[src/dlt_pkg.sv]
// constants and table contents for the ddr read latency table block
package dlt_pkg;

  // table geometry
  localparam int          DLT_ADDR_W     = 8;
  localparam int          DLT_DATA_W     = 8;
  localparam int          DLT_ROWS       = 5;
  localparam int          DLT_ROW_LEN    = 8;
  localparam int          DLT_HDR_BASE   = 4;
  localparam int          DLT_SDR_BYTES  = 3;
  localparam int          DLT_DDR_BYTES  = 44;
  localparam int          DLT_ROM_DEPTH  = DLT_SDR_BYTES + DLT_DDR_BYTES;
  localparam logic [7:0]  DLT_IDX_DDR    = 8'h03;
  localparam logic [7:0]  DLT_UNSUPP     = 8'hFF;

  // fields inside a row
  localparam int          DLT_FLD_FREQ   = 0;
  localparam int          DLT_FLD_CODE   = 1;
  localparam int          DLT_FLD_MODE0  = 2;
  localparam int          DLT_FLD_LAT0   = 3;
  localparam int          DLT_CMD_KINDS  = 3;

  // pin timing
  localparam int          DLT_SYNC_STAGES = 3;
  localparam int          DLT_BITS        = 8;
  localparam int          DLT_SCK_NS      = 160;
  localparam int          DLT_CLK_NS      = 20;
  localparam int          DLT_SCK_CYC     = DLT_SCK_NS / DLT_CLK_NS;

  typedef logic [7:0] dlt_byte_t;

  // tail of the single-rate table, highest-frequency row: unsupported
  localparam dlt_byte_t DLT_SDR_TAIL [0:DLT_SDR_BYTES-1] = '{8'hFF, 8'hFF, 8'hFF};

  // ddr latency parameter: id, length, rows, row length, then five rows
  localparam dlt_byte_t DLT_DDR_TBL [0:DLT_DDR_BYTES-1] = '{
    8'h9A, 8'h2A, 8'h05, 8'h08,
    8'h46, 8'h43, 8'h0D, 8'h0E, 8'hBD, 8'hBE, 8'hED, 8'hEE,
    8'h32, 8'h03, 8'h00, 8'h04, 8'h00, 8'h04, 8'h01, 8'h03,
    8'h42, 8'h00, 8'h00, 8'h05, 8'h00, 8'h06, 8'h01, 8'h06,
    8'h42, 8'h01, 8'h00, 8'h06, 8'h00, 8'h07, 8'h01, 8'h07,
    8'h42, 8'h02, 8'h00, 8'h07, 8'h00, 8'h08, 8'h01, 8'h08
  };

  // byte offset of a row inside the ddr parameter
  function automatic int dlt_row_base(input int row);
    return DLT_HDR_BASE + row * DLT_ROW_LEN;
  endfunction

endpackage

[src/dlt_tbl_if.sv]
// read port between the query engine and the table memory
`timescale 1ns/1ns
interface dlt_tbl_if #(
  parameter int AW = 8
);
  logic          rd_en;
  logic [AW-1:0] addr;
  logic [7:0]    rdata;
  logic          rvalid;

  modport req (output rd_en, output addr, input rdata, input rvalid);
  modport rom (input rd_en, input addr, output rdata, output rvalid);
endinterface

[src/dlt_rom.sv]
// table memory with registered read data
`timescale 1ns/1ns
module dlt_rom (
  // clock and control
  input  wire logic core_clk_i,
  input  wire logic rst_i,
  input  wire logic ce_i,
  // read port
  dlt_tbl_if.rom    rd
);
  import dlt_pkg::*;

  logic [7:0] rdata_q;
  logic [7:0] rdata_d;
  logic       rvalid_q;
  logic       rvalid_d;

  always_comb begin
    rdata_d  = rdata_q;
    rvalid_d = rd.rd_en;
    if (rd.rd_en) begin
      if (rd.addr < DLT_IDX_DDR) begin
        rdata_d = DLT_SDR_TAIL[rd.addr[1:0]];
      end else if (int'(rd.addr) < DLT_ROM_DEPTH) begin
        rdata_d = DLT_DDR_TBL[int'(rd.addr - DLT_IDX_DDR)];
      end else begin
        rdata_d = DLT_UNSUPP;  // beyond the table reads as erased
      end
    end
  end

  always_ff @(posedge core_clk_i) begin
    if (rst_i) begin
      rdata_q  <= 8'h00;
      rvalid_q <= 1'b0;
    end else if (ce_i) begin
      rdata_q  <= rdata_d;
      rvalid_q <= rvalid_d;
    end
  end

  assign rd.rdata  = rdata_q;
  assign rd.rvalid = rvalid_q;
endmodule

[src/dlt_pin_sync.sv]
// three-stage pin synchroniser, change taken once stages two and three agree
`timescale 1ns/1ns
module dlt_pin_sync #(
  parameter int          WIDTH = 3,
  parameter logic [WIDTH-1:0] INIT = '0
) (
  // clock and control
  input  wire logic             core_clk_i,
  input  wire logic             rst_i,
  input  wire logic             ce_i,
  // pins and filtered result
  input  wire logic [WIDTH-1:0] pin_i,
  output logic      [WIDTH-1:0] pin_o
);
  logic [WIDTH-1:0] s1_q;
  logic [WIDTH-1:0] s2_q;
  logic [WIDTH-1:0] s3_q;
  logic [WIDTH-1:0] out_q;
  logic [WIDTH-1:0] out_d;

  if (WIDTH < 1) begin : g_chk_width
    $error("synchroniser needs at least one pin");
  end

  // stage one feeds only stage two to keep metastability contained
  always_comb begin
    out_d = out_q;
    for (int i = 0; i < WIDTH; i++) begin
      if (s2_q[i] == s3_q[i]) begin
        out_d[i] = s3_q[i];
      end
    end
  end

  always_ff @(posedge core_clk_i) begin
    if (rst_i) begin
      s1_q  <= INIT;
      s2_q  <= INIT;
      s3_q  <= INIT;
      out_q <= INIT;
    end else if (ce_i) begin
      s1_q  <= pin_i;
      s2_q  <= s1_q;
      s3_q  <= s2_q;
      out_q <= out_d;
    end
  end

  assign pin_o = out_q;
endmodule

[src/dlt_top.sv]
// ddr read latency table: serial query port and latency lookup
`timescale 1ns/1ns
module dlt_top (
  // clock, reset, enable
  input  wire logic                  core_clk_i,
  input  wire logic                  rst_i,
  input  wire logic                  ce_i,
  // serial query pins
  input  wire logic                  sck_i,
  input  wire logic                  cs_n_i,
  input  wire logic                  si_i,
  output logic                       so_o,
  output logic                       so_oe_o,
  // latency lookup
  input  wire logic [1:0]            lat_code_i,
  input  wire dlt_pkg::dlt_byte_t    opcode_i,
  output dlt_pkg::dlt_byte_t         mode_cycles_o,
  output dlt_pkg::dlt_byte_t         lat_cycles_o,
  output dlt_pkg::dlt_byte_t         freq_limit_o,
  output logic                       supported_o
);
  import dlt_pkg::*;

  typedef enum logic [1:0] {
    ST_IDLE,
    ST_ADDR,
    ST_DATA
  } dlt_state_e;

  typedef struct packed {
    dlt_byte_t mode;
    dlt_byte_t lat;
    dlt_byte_t freq;
    logic      sup;
  } dlt_look_s;

  // elaboration checks on the geometry and timing the logic relies on
  if (DLT_ROM_DEPTH > (1 << DLT_ADDR_W)) begin : g_chk_depth
    $error("table does not fit the address width");
  end
  // the read path needs a few core cycles between serial edges
  if (DLT_SCK_CYC < 6) begin : g_chk_sck
    $error("serial clock too fast for the table read path");
  end
  // length byte plus its own location plus one closes the parameter
  if (int'(DLT_DDR_TBL[1]) + 2 != DLT_DDR_BYTES) begin : g_chk_len
    $error("parameter length byte disagrees with the table size");
  end
  if (int'(DLT_DDR_TBL[2]) != DLT_ROWS || int'(DLT_DDR_TBL[3]) != DLT_ROW_LEN) begin : g_chk_geom
    $error("row count or row length byte disagrees with the geometry");
  end
  if (DLT_HDR_BASE + DLT_ROWS * DLT_ROW_LEN != DLT_DDR_BYTES) begin : g_chk_rows
    $error("rows do not fill the parameter");
  end
  if (DLT_FLD_LAT0 + 2 * (DLT_CMD_KINDS - 1) >= DLT_ROW_LEN) begin : g_chk_cols
    $error("command columns overrun a row");
  end
  if (DLT_SYNC_STAGES != 3) begin : g_chk_sync
    $error("pin path is built for three synchroniser stages");
  end

  // one byte of the ddr parameter, by row and field
  function automatic dlt_byte_t row_byte(input int row, input int fld);
    return DLT_DDR_TBL[dlt_row_base(row) + fld];
  endfunction

  // command kind from the header opcode columns, -1 when nothing matches
  function automatic int opcode_kind(input dlt_byte_t op);
    int kind;
    kind = -1;
    // opcodes sit over the mode and latency columns: 3-byte then 4-byte address
    for (int k = 0; k < 2 * DLT_CMD_KINDS; k++) begin
      if (row_byte(0, DLT_FLD_MODE0 + k) == op) begin
        kind = k / 2;
      end
    end
    return kind;
  endfunction

  // answer for one opcode and latency code; no match reads as unsupported
  function automatic dlt_look_s lookup(input dlt_byte_t op, input logic [1:0] code);
    dlt_look_s res;
    int        kind;
    res.mode = DLT_UNSUPP;
    res.lat  = DLT_UNSUPP;
    res.freq = 8'h00;
    kind     = opcode_kind(op);
    // first matching row wins, which keeps the lowest frequency limit
    for (int r = DLT_ROWS - 1; r >= 1; r--) begin
      if (kind >= 0 && row_byte(r, DLT_FLD_CODE) == {6'h00, code}) begin
        res.mode = row_byte(r, DLT_FLD_MODE0 + 2 * kind);
        res.lat  = row_byte(r, DLT_FLD_LAT0 + 2 * kind);
        res.freq = row_byte(r, DLT_FLD_FREQ);
      end
    end
    // an all-ones byte marks the command as unsupported at that row
    res.sup = (res.mode != DLT_UNSUPP) && (res.lat != DLT_UNSUPP);
    return res;
  endfunction

  // last bit of a serial byte, shared by address and data phases
  function automatic logic last_bit(input logic [2:0] cnt);
    return cnt == 3'(DLT_BITS - 1);
  endfunction

  // pin synchronisation
  logic [2:0] pins_s;
  logic       sck_s;
  logic       cs_n_s;
  logic       si_s;

  dlt_pin_sync #(
    .WIDTH (3),
    .INIT  (3'b010)
  ) u_sync (
    .core_clk_i (core_clk_i),
    .rst_i      (rst_i),
    .ce_i       (ce_i),
    .pin_i      ({sck_i, cs_n_i, si_i}),
    .pin_o      (pins_s)
  );

  assign sck_s  = pins_s[2];
  assign cs_n_s = pins_s[1];
  assign si_s   = pins_s[0];

  // table memory
  dlt_tbl_if #(.AW(DLT_ADDR_W)) tbl ();

  dlt_rom u_rom (
    .core_clk_i (core_clk_i),
    .rst_i      (rst_i),
    .ce_i       (ce_i),
    .rd         (tbl.rom)
  );

  // serial query engine
  dlt_state_e        state_q;
  dlt_state_e        state_d;
  logic              sck_prev_q;
  logic              sck_prev_d;
  logic [2:0]        bit_cnt_q;
  logic [2:0]        bit_cnt_d;
  logic [7:0]        addr_q;
  logic [7:0]        addr_d;
  logic [7:0]        sh_q;
  logic [7:0]        sh_d;
  logic              so_q;
  logic              so_d;
  logic              so_oe_q;
  logic              so_oe_d;
  logic              rd_en_q;
  logic              rd_en_d;
  logic              sck_rise;
  logic              sck_fall;

  assign sck_rise = sck_s & ~sck_prev_q;
  assign sck_fall = ~sck_s & sck_prev_q;

  // bytes stream out msb first from the addressed byte, address auto-increments
  always_comb begin
    state_d    = state_q;
    sck_prev_d = sck_s;
    bit_cnt_d  = bit_cnt_q;
    addr_d     = addr_q;
    sh_d       = sh_q;
    so_d       = so_q;
    so_oe_d    = so_oe_q;
    rd_en_d    = 1'b0;
    if (tbl.rvalid) begin
      sh_d = tbl.rdata;
    end
    if (cs_n_s) begin
      state_d   = ST_IDLE;
      so_oe_d   = 1'b0;
      bit_cnt_d = 3'd0;
    end else begin
      unique case (state_q)
        ST_IDLE: begin
          state_d   = ST_ADDR;
          bit_cnt_d = 3'd0;
        end
        ST_ADDR: begin
          if (sck_rise) begin
            addr_d    = {addr_q[6:0], si_s};
            bit_cnt_d = bit_cnt_q + 3'd1;
            if (last_bit(bit_cnt_q)) begin
              state_d = ST_DATA;
              rd_en_d = 1'b1;
            end
          end
        end
        ST_DATA: begin
          // output changes on the falling edge, host samples just before the next falling one
          if (sck_fall) begin
            so_oe_d   = 1'b1;
            so_d      = sh_q[7];
            sh_d      = {sh_q[6:0], 1'b0};
            bit_cnt_d = bit_cnt_q + 3'd1;
            if (last_bit(bit_cnt_q)) begin
              addr_d  = addr_q + 8'h01;
              rd_en_d = 1'b1;
            end
          end
        end
      endcase
    end
  end

  always_ff @(posedge core_clk_i) begin
    if (rst_i) begin
      state_q    <= ST_IDLE;
      sck_prev_q <= 1'b0;
      bit_cnt_q  <= 3'd0;
      addr_q     <= 8'h00;
      sh_q       <= 8'h00;
      so_q       <= 1'b0;
      so_oe_q    <= 1'b0;
      rd_en_q    <= 1'b0;
    end else if (ce_i) begin
      state_q    <= state_d;
      sck_prev_q <= sck_prev_d;
      bit_cnt_q  <= bit_cnt_d;
      addr_q     <= addr_d;
      sh_q       <= sh_d;
      so_q       <= so_d;
      so_oe_q    <= so_oe_d;
      rd_en_q    <= rd_en_d;
    end
  end

  // the read address is the new byte address, seen one cycle after the request
  assign tbl.rd_en = rd_en_q;
  assign tbl.addr  = addr_q;
  assign so_o      = so_q;
  assign so_oe_o   = so_oe_q;

  // latency lookup: header opcode column picks the field, code picks the row
  dlt_byte_t mode_q;
  dlt_byte_t mode_d;
  dlt_byte_t lat_q;
  dlt_byte_t lat_d;
  dlt_byte_t freq_q;
  dlt_byte_t freq_d;
  logic      sup_q;
  logic      sup_d;

  always_comb begin
    dlt_look_s look;
    look   = lookup(opcode_i, lat_code_i);
    mode_d = look.mode;
    lat_d  = look.lat;
    freq_d = look.freq;
    sup_d  = look.sup;
  end

  always_ff @(posedge core_clk_i) begin
    if (rst_i) begin
      mode_q <= DLT_UNSUPP;
      lat_q  <= DLT_UNSUPP;
      freq_q <= 8'h00;
      sup_q  <= 1'b0;
    end else if (ce_i) begin
      mode_q <= mode_d;
      lat_q  <= lat_d;
      freq_q <= freq_d;
      sup_q  <= sup_d;
    end
  end

  assign mode_cycles_o = mode_q;
  assign lat_cycles_o  = lat_q;
  assign freq_limit_o  = freq_q;
  assign supported_o   = sup_q;
endmodule

[config.mk]
export PLATFORM = sky130hd
export DESIGN_NAME = dlt_top
export DESIGN_NICKNAME = d
export VERILOG_FILES = /design/src/dlt_pkg.sv /design/src/dlt_tbl_if.sv /design/src/dlt_rom.sv /design/src/dlt_pin_sync.sv /design/src/dlt_top.sv
export SDC_FILE = /design/constraint.sdc
export NUM_CORES = 1
export LEC_CHECK = 0
export ABC_AREA = 1
export BUFFER_PORTS_ARGS = -buffer_cell sky130_fd_sc_hd__clkbuf_2
export CORE_ASPECT_RATIO = 1.4
export CORE_MARGIN = 5
export CORE_UTILIZATION = 33
export CTS_CLUSTER_SIZE = 14
export DETAILED_ROUTE_END_ITERATION = 6
export PLACE_DENSITY = 0.46
export SYNTH_ARGS = -nofsm -noshare
export SYNTH_HDL_FRONTEND = slang
export SYNTH_SLANG_ARGS = --single-unit
[constraint.sdc]
create_clock -name core_clk_i -period 9.5 [get_ports core_clk_i]
set_clock_uncertainty 0.2 [all_clocks]
set_input_delay 1.9 -clock core_clk_i [delete_from_list [all_inputs] [get_ports core_clk_i]]
set_output_delay 1.9 -clock core_clk_i [all_outputs]
set_load 0.05 [all_outputs]
# Word-level counts from Yosys, hierarchy flattened
# Memories as Yosys holds them, arrays and structs flattened.
# Index checks and enable logic that the tools add are counted.
# totals
ff_bits	71
mem_bits_ro	4608
in_bits	16
output_inout_bits	27
elab_cells	170
memories	9
# mem_list
name	depth	word_bits	rd	rd_ports_with_merged_regs	write_ports	line_no	source
(name not given)	64	8	1	0	0	dlt_rom.sv:25	rdata_d = DLT_DDR_TBL[int'(rd.addr - DLT_IDX_DDR)];
(name not given)	64	8	1	0	0	dlt_top.sv:64	return DLT_DDR_TBL[dlt_row_base(row) + fld];
(name not given)	64	8	1	0	0	dlt_top.sv:64	
(name not given)	64	8	1	0	0	dlt_top.sv:64	
(name not given)	64	8	1	0	0	dlt_top.sv:64	
(name not given)	64	8	1	0	0	dlt_top.sv:64	
3 more memories	-	-	-	-	-	-	
# classes
add_sub_neg	13
order_cmp	13
eq_ne	23
muxes	57
bitwise	15
n_reduce_logical	20
# ops
cell	count
greater-or-equal comparator 32 x 7 -> 1 bit (second input constant)	9
NOT 32 bit	9
2-to-1 mux 8 bit	29
2-to-1 mux 32 bit	6
adder 6 x 32 -> 32 bit (first input constant)	4
2-to-1 mux 24 bit	4
adder 3 x 32 -> 32 bit (first input constant)	2
adder 5 x 32 -> 32 bit (first input constant)	2
adder 7 x 32 -> 32 bit (first input constant)	2
equality test 8 bit (first input constant)	4
greater-or-equal comparator 32 x 1 -> 1 bit (second input constant)	1
binary-select mux 8 bit (select 2 bit)	1
equality test 4 x 8 -> 1 bit (first input constant)	2
inequality test 8 bit (second input constant)	2
case mux 8 bit (2 select lines)	1
2-to-1 mux 3 bit	3
inequality test 3 x 2 -> 1 bit (second input constant)	3
case mux 3 bit (3 select lines)	1
subtractor 8 x 2 -> 9 bit (second input constant)	1
adder 8 x 1 -> 8 bit (second input constant)	1
less-than comparator 8 x 2 -> 1 bit (second input constant)	1
less-than comparator 8 x 6 -> 1 bit (second input constant)	1
AND reduction 2 bit	4
AND reduction 4 bit	2
22 further kinds	46

# Longest topological paths before layout
# depth
ltp_word	19
depth_mapped	25
depth_no_buf	24

# Cells and area by module
# From an unflattened synthesis, not the netlist that was laid out.
# unflattened
hier_cells	820
area_unflattened_um2	5128.7
# by_module_without_submodules
mod	n_inst	cells_each	area_each_um2	seq_area_each_um2
dlt_top	1	590	3642.2	880.8
dlt_rom	1	171	1033.5	180.2
dlt_pin_sync	1	59	452.9	240.2

# Least setup slack after synthesis
# OpenSTA, ideal clock, no wires.
# synth_path
kind	input port to flip-flop
from	in opcode_i[3]
to	reg sup_q, in the netlist supported_o
setup_ns	0.126
t_arrival_ns	4.696
required_time_ns	9.174
setup_slack_ns	4.478
path_stages	23
path_buffers	1
path_cell_list	nand2_1 inv_1 nand2_1 nand2_4 nand2_2 ha_1 inv_2 ha_1 inv_1 ha_1 inv_1 buf_2 or2_2 nor2_1 nand2_1 nand2_1 nand3_1 nor2_1 nand3_1 nor2_1 nand2_1 nand2_1 a21oi_2
# synth_between
elab_chain_cells	19
elab_cells_between_ends	66
cone_classes	10 x add/sub; 1 x order compare; 8 x eq/ne; 26 x mux; 8 x bitwise; 5 x reduce/logical; 8 x memory
# synth_rtl
element	line_no	source
start: declaration	dlt_top.sv:16	input wire dlt_pkg::dlt_byte_t opcode_i,
equality test 4 x 8 -> 1 bit	dlt_top.sv:73	if (row_byte(0, DLT_FLD_MODE0 + k) == op) begin
2-to-1 mux 32 bit (5 in series)	dlt_top.sv:73	
2-to-1 mux 32 bit (*)	dlt_top.sv:73	
adder 3 x 32 -> 32 bit (on tied branches)	dlt_top.sv:91, dlt_top.sv:92	
adder 7 x 32 -> 32 bit	dlt_top.sv:64	
NOT 32 bit (implied by the code)	dlt_top.sv:64	
memory (64 x 8 bit)	-	
2-to-1 mux 8 bit (implied by the code) (2 in series)	dlt_top.sv:64	
2-to-1 mux 24 bit (3 in series)	dlt_top.sv:90	if (kind >= 0 && row_byte(r, DLT_FLD_CODE) == {6'h00, code}) begin
2-to-1 mux 24 bit (*)	dlt_top.sv:90	
inequality test 8 bit	dlt_top.sv:97	res.sup = (res.mode != DLT_UNSUPP) && (res.lat != DLT_UNSUPP);
logical AND 1 bit (*)	dlt_top.sv:97	
end signal: assignment	dlt_top.sv:267	sup_q <= sup_d;
end: declaration	dlt_top.sv:245	logic sup_q;
# Mark *: on every way between the ends. The rest lies on a longest branch, timed or not. The select of a mux whose other input is x is not followed.
# A chain may end at the register's enable or synchronous reset.

# Final worst setup path
# Ends and elaborated chain as after synthesis.

==> results.txt <==
Yosys mapped a number of flops with a built-in enable equal to 0. Leaving out filler cells and counting taps, the final layout contains 987. The power share of the sequential group came out at 0.382. The worst setup path is launched from an input pin. The count of endpoints failing setup in the final report came out at 0. For the worst-skew pair, the clock arrives at the later sink with an insertion delay of 330 ps. The top-level I/O count is 43. The die covers 17,400 sq um.

The TritonCTS clock tree is done. The fraction of final layout cells sized beyond drive strength 1 came out at 0.129. For the pin with the worst max-slew slack, the measured transition is 1040 ps.

For this run, the total global-route usage over all layers was measured as 0.181. Entering global routing, the biggest net connects 45 pins. The unique cell type count in the Yosys netlist came out at 48. The depth of the CTS H-tree came out at 3. The number of global-route vias before repair came to 4,943. The DRC marker count from the first detailed-route iteration came out at 341. STA puts the critical path data arrival time at 5750 ps. The first-pass iteration count of the detailed router came out at 5. The cell area power density is 137 nW/um^2.

The flip-flop and latch count after synthesis is 65. The max-cap violation count is 0. The hold violation count in the final report is 0. The synthesis-to-layout area growth came out at 12.0%.

For this run, the register share of the synthesized area comes to 0.265. Sorting the synthesized cells by area gives the leading types as sky130_fd_sc_hd__dfxtp_1, sky130_fd_sc_hd__nand2_1, sky130_fd_sc_hd__nor2_1. The part of the total power dissipated in the clock network is 0.483.

The height of the die is 154 um. The number of setup buffers added after CTS came out at 0. The total overflow left after global routing is 0. The average wire length per cell after detail routing is 16.0 um. The utilization after layout is 0.379. In this run the deepest clock path goes through 2 buffers. The area share of the largest cell type after synthesis came out at 0.265. The tree is rooted in a sky130_fd_sc_hd__clkbuf_16. Including well taps, the total number of placed cells is 971.

The initial standard-cell utilization of the core is 0.338. Leaving out fill and tap cells, the most frequent cells in the layout are sky130_fd_sc_hd__nand2_1, sky130_fd_sc_hd__nor2_1, sky130_fd_sc_hd__inv_1. The flow ran to the end, and the final reports show no timing, DRC or antenna violations.

The total leakage power came out at 2.52 nW. The switching power total came out at 0.207 mW. The number of buffers added by the clock tree synthesis step is 9. The switching part of the total power is 0.275. The half-perimeter wire length after detailed placement is 12.3 mm. The min-delay analysis places its worst path in the category reg -> reg. The leading cell type in the layout, fill and taps excluded is sky130_fd_sc_hd__nand2_1.

The average size of a mapped cell came out at 6.34 sq um. The placer's final routability congestion estimate came out at 0.974. The completed layout was analyzed and its total power is 0.754 mW.

The final count of pins violating max slew is 0. The peak supply drop came out at 79.7 uV. Of the available clock period, the critical path in the final layout requires 0.605. The post-detailed-route count of antenna-violating nets is 0. The peak clock frequency supported by timing is 174 MHz. The width of the chip is 113 um. The normalized max-slew margin is 0.303. In this run the worst path has a maximum fanout of 20. The number of antenna violations at the first check in global routing is 0. The number of port buffers is 38. The async set-reset flop share out of synthesis came out at 0. The post-cts hold buffer count is 0. The worst setup path is captured at a register. The flip-flop cell with the highest count after synthesis is sky130_fd_sc_hd__dfxtp_1. The post-layout net count is 834. Setup repair after global routing left no endpoint under its margin. The number of synthesis warnings is 0. In the routed design, unresolved DRC markers number 0. The required time reported for the critical path endpoint came out at 9510 ps.

After clock tree synthesis, the clock-pin slew on the worst setup and hold paths is 60 ps. The vias per cell is 5.16. The clock sink count came out at 65. The largest total area in the synthesized netlist belongs to sky130_fd_sc_hd__dfxtp_1.

The first-pass GRT wire length came out at 25.6 mm. In this run the core area contains 52 standard-cell rows. The setup path with the least slack is of type in -> reg. The count of cells resized by post-cts repair came out at 0.

For the finished layout, the period the worst path requires is 5750 ps. The vias after detailed routing came out at 5,095. The floorplan core area came out at 14,500 sq um. The synthesized netlist occupies a cell area of 4900 sq um. The cell internal power dissipation is 0.547 mW. The post-synthesis instance total is 774.

The number of diodes came out at 0. The aggregate negative setup slack is 0 ps. Of the total power, combinational logic draws 0.136. The detailed-route wire length came out at 15.8 mm.
==> final cells by class <==
| class | count | area [sq um] |
|---|---|---|
| Fill cell | 1599 | 9020 |
| Timing Repair Buffer | 40 | 205 |
| Inverter | 79 | 314 |
| Sequential cell | 65 | 1300 |
| Multi-Input combinational cell | 598 | 3110 |
| Clock buffer | 11 | 243 |
| Clock inverter | 5 | 86.3 |
| Tap cell | 189 | 236 |
==> worst paths after layout <==
kind,startpoint,slack [ps],cells past startpoint,to
min reg2reg,u_sync.s2_q[1]$_SDFFE_PP1P_,260,2,u_sync.s2_q[1]$_SDFFE_PP1P_
max,opcode_i[3],3750,23,supported_o$_SDFFE_PP0P_
max reg2reg,addr_q[0]$_SDFFE_PP0P_,6660,12,u_rom.rd.rdata[2]$_SDFFE_PP0P_
min,u_sync.s2_q[1]$_SDFFE_PP1P_,260,2,u_sync.s2_q[1]$_SDFFE_PP1P_
==> critical path, cell delays in order <==
cell                       delay, ps
sky130_fd_sc_hd__clkbuf_2         80
sky130_fd_sc_hd__nand2_1          50
sky130_fd_sc_hd__inv_1            40
sky130_fd_sc_hd__nand2_1         100
sky130_fd_sc_hd__nand2_4         120
sky130_fd_sc_hd__nand2_2         210
sky130_fd_sc_hd__ha_1            340
sky130_fd_sc_hd__inv_2           130
sky130_fd_sc_hd__ha_1            430
sky130_fd_sc_hd__inv_1           140
sky130_fd_sc_hd__ha_1            670
sky130_fd_sc_hd__inv_1           330
sky130_fd_sc_hd__or2_2           360
sky130_fd_sc_hd__nor2_1           90
sky130_fd_sc_hd__nand2_1          60
sky130_fd_sc_hd__nand2_1          60
sky130_fd_sc_hd__nand3_1          80
sky130_fd_sc_hd__nor2_1          140
sky130_fd_sc_hd__nand3_1         120
sky130_fd_sc_hd__nor2_1          110
sky130_fd_sc_hd__nand2_1          60
sky130_fd_sc_hd__nand2_1          70
sky130_fd_sc_hd__a21oi_2          40
==> per-layer routing <==
metal	routed length (um)	track usage
met4	802	0.108
met3	408	0.0242
met1	6010	0.189
met5	0	0
met2	8600	0.339
==> through the flow <==
step / setup WS (ps) / cell area [sq um] / hold WS, ps
6_report: 3750 / 5490 / 259
5_1_grt: 3350 / 5490 / 280
4_1_cts: 3750 / 5490 / 261
3_5_place_dp: 3430 / 5160 / 247
3_3_place_gp: 3530 / 5160 / 240
2_1_floorplan: 4480 / 4910 / 229
==> synth_stat cells (all sizes together), types with 10 or more instances <==
cell,instances
ha,23
nor2,91
dfxtp,65
a21oi,64
nor3,18
nand2,218
nand4,18
buf,18
clkbuf,17
o21ai,53
o211ai,10
a31oi,12
nand3,58
inv,76
==> kinds of logic after synthesis <==
group,Yosys count,share of synthesized area
buf+inv,114,0.103
simple gates,410,0.375
compound gates,156,0.182
fa+ha+maj,25,0.0669
xor+xnor,3,0.00689
other cells,1,0.000765
flops,65,0.265
==> state kept, by name (all words and copies together), names as in the netlist, 7 cells and up <==
| signal | count |
|---|---|
| u_rom.rd.rdata | 8 |
| lat_cycles_o | 8 |
| sh_q | 8 |
| addr_q | 8 |
| mode_cycles_o | 7 |
==> power by group through the flow <==
stage                     clock (mW)  combinational [mW]  sequential, mW
after floorplan                    0              0.0649           0.305
after global placement             0               0.103           0.294
after detailed placement           0               0.102           0.294
after CTS                      0.370               0.103           0.288
after global routing           0.383               0.113           0.289
final                          0.364               0.102           0.288
(Power assumes the default switching activity.)
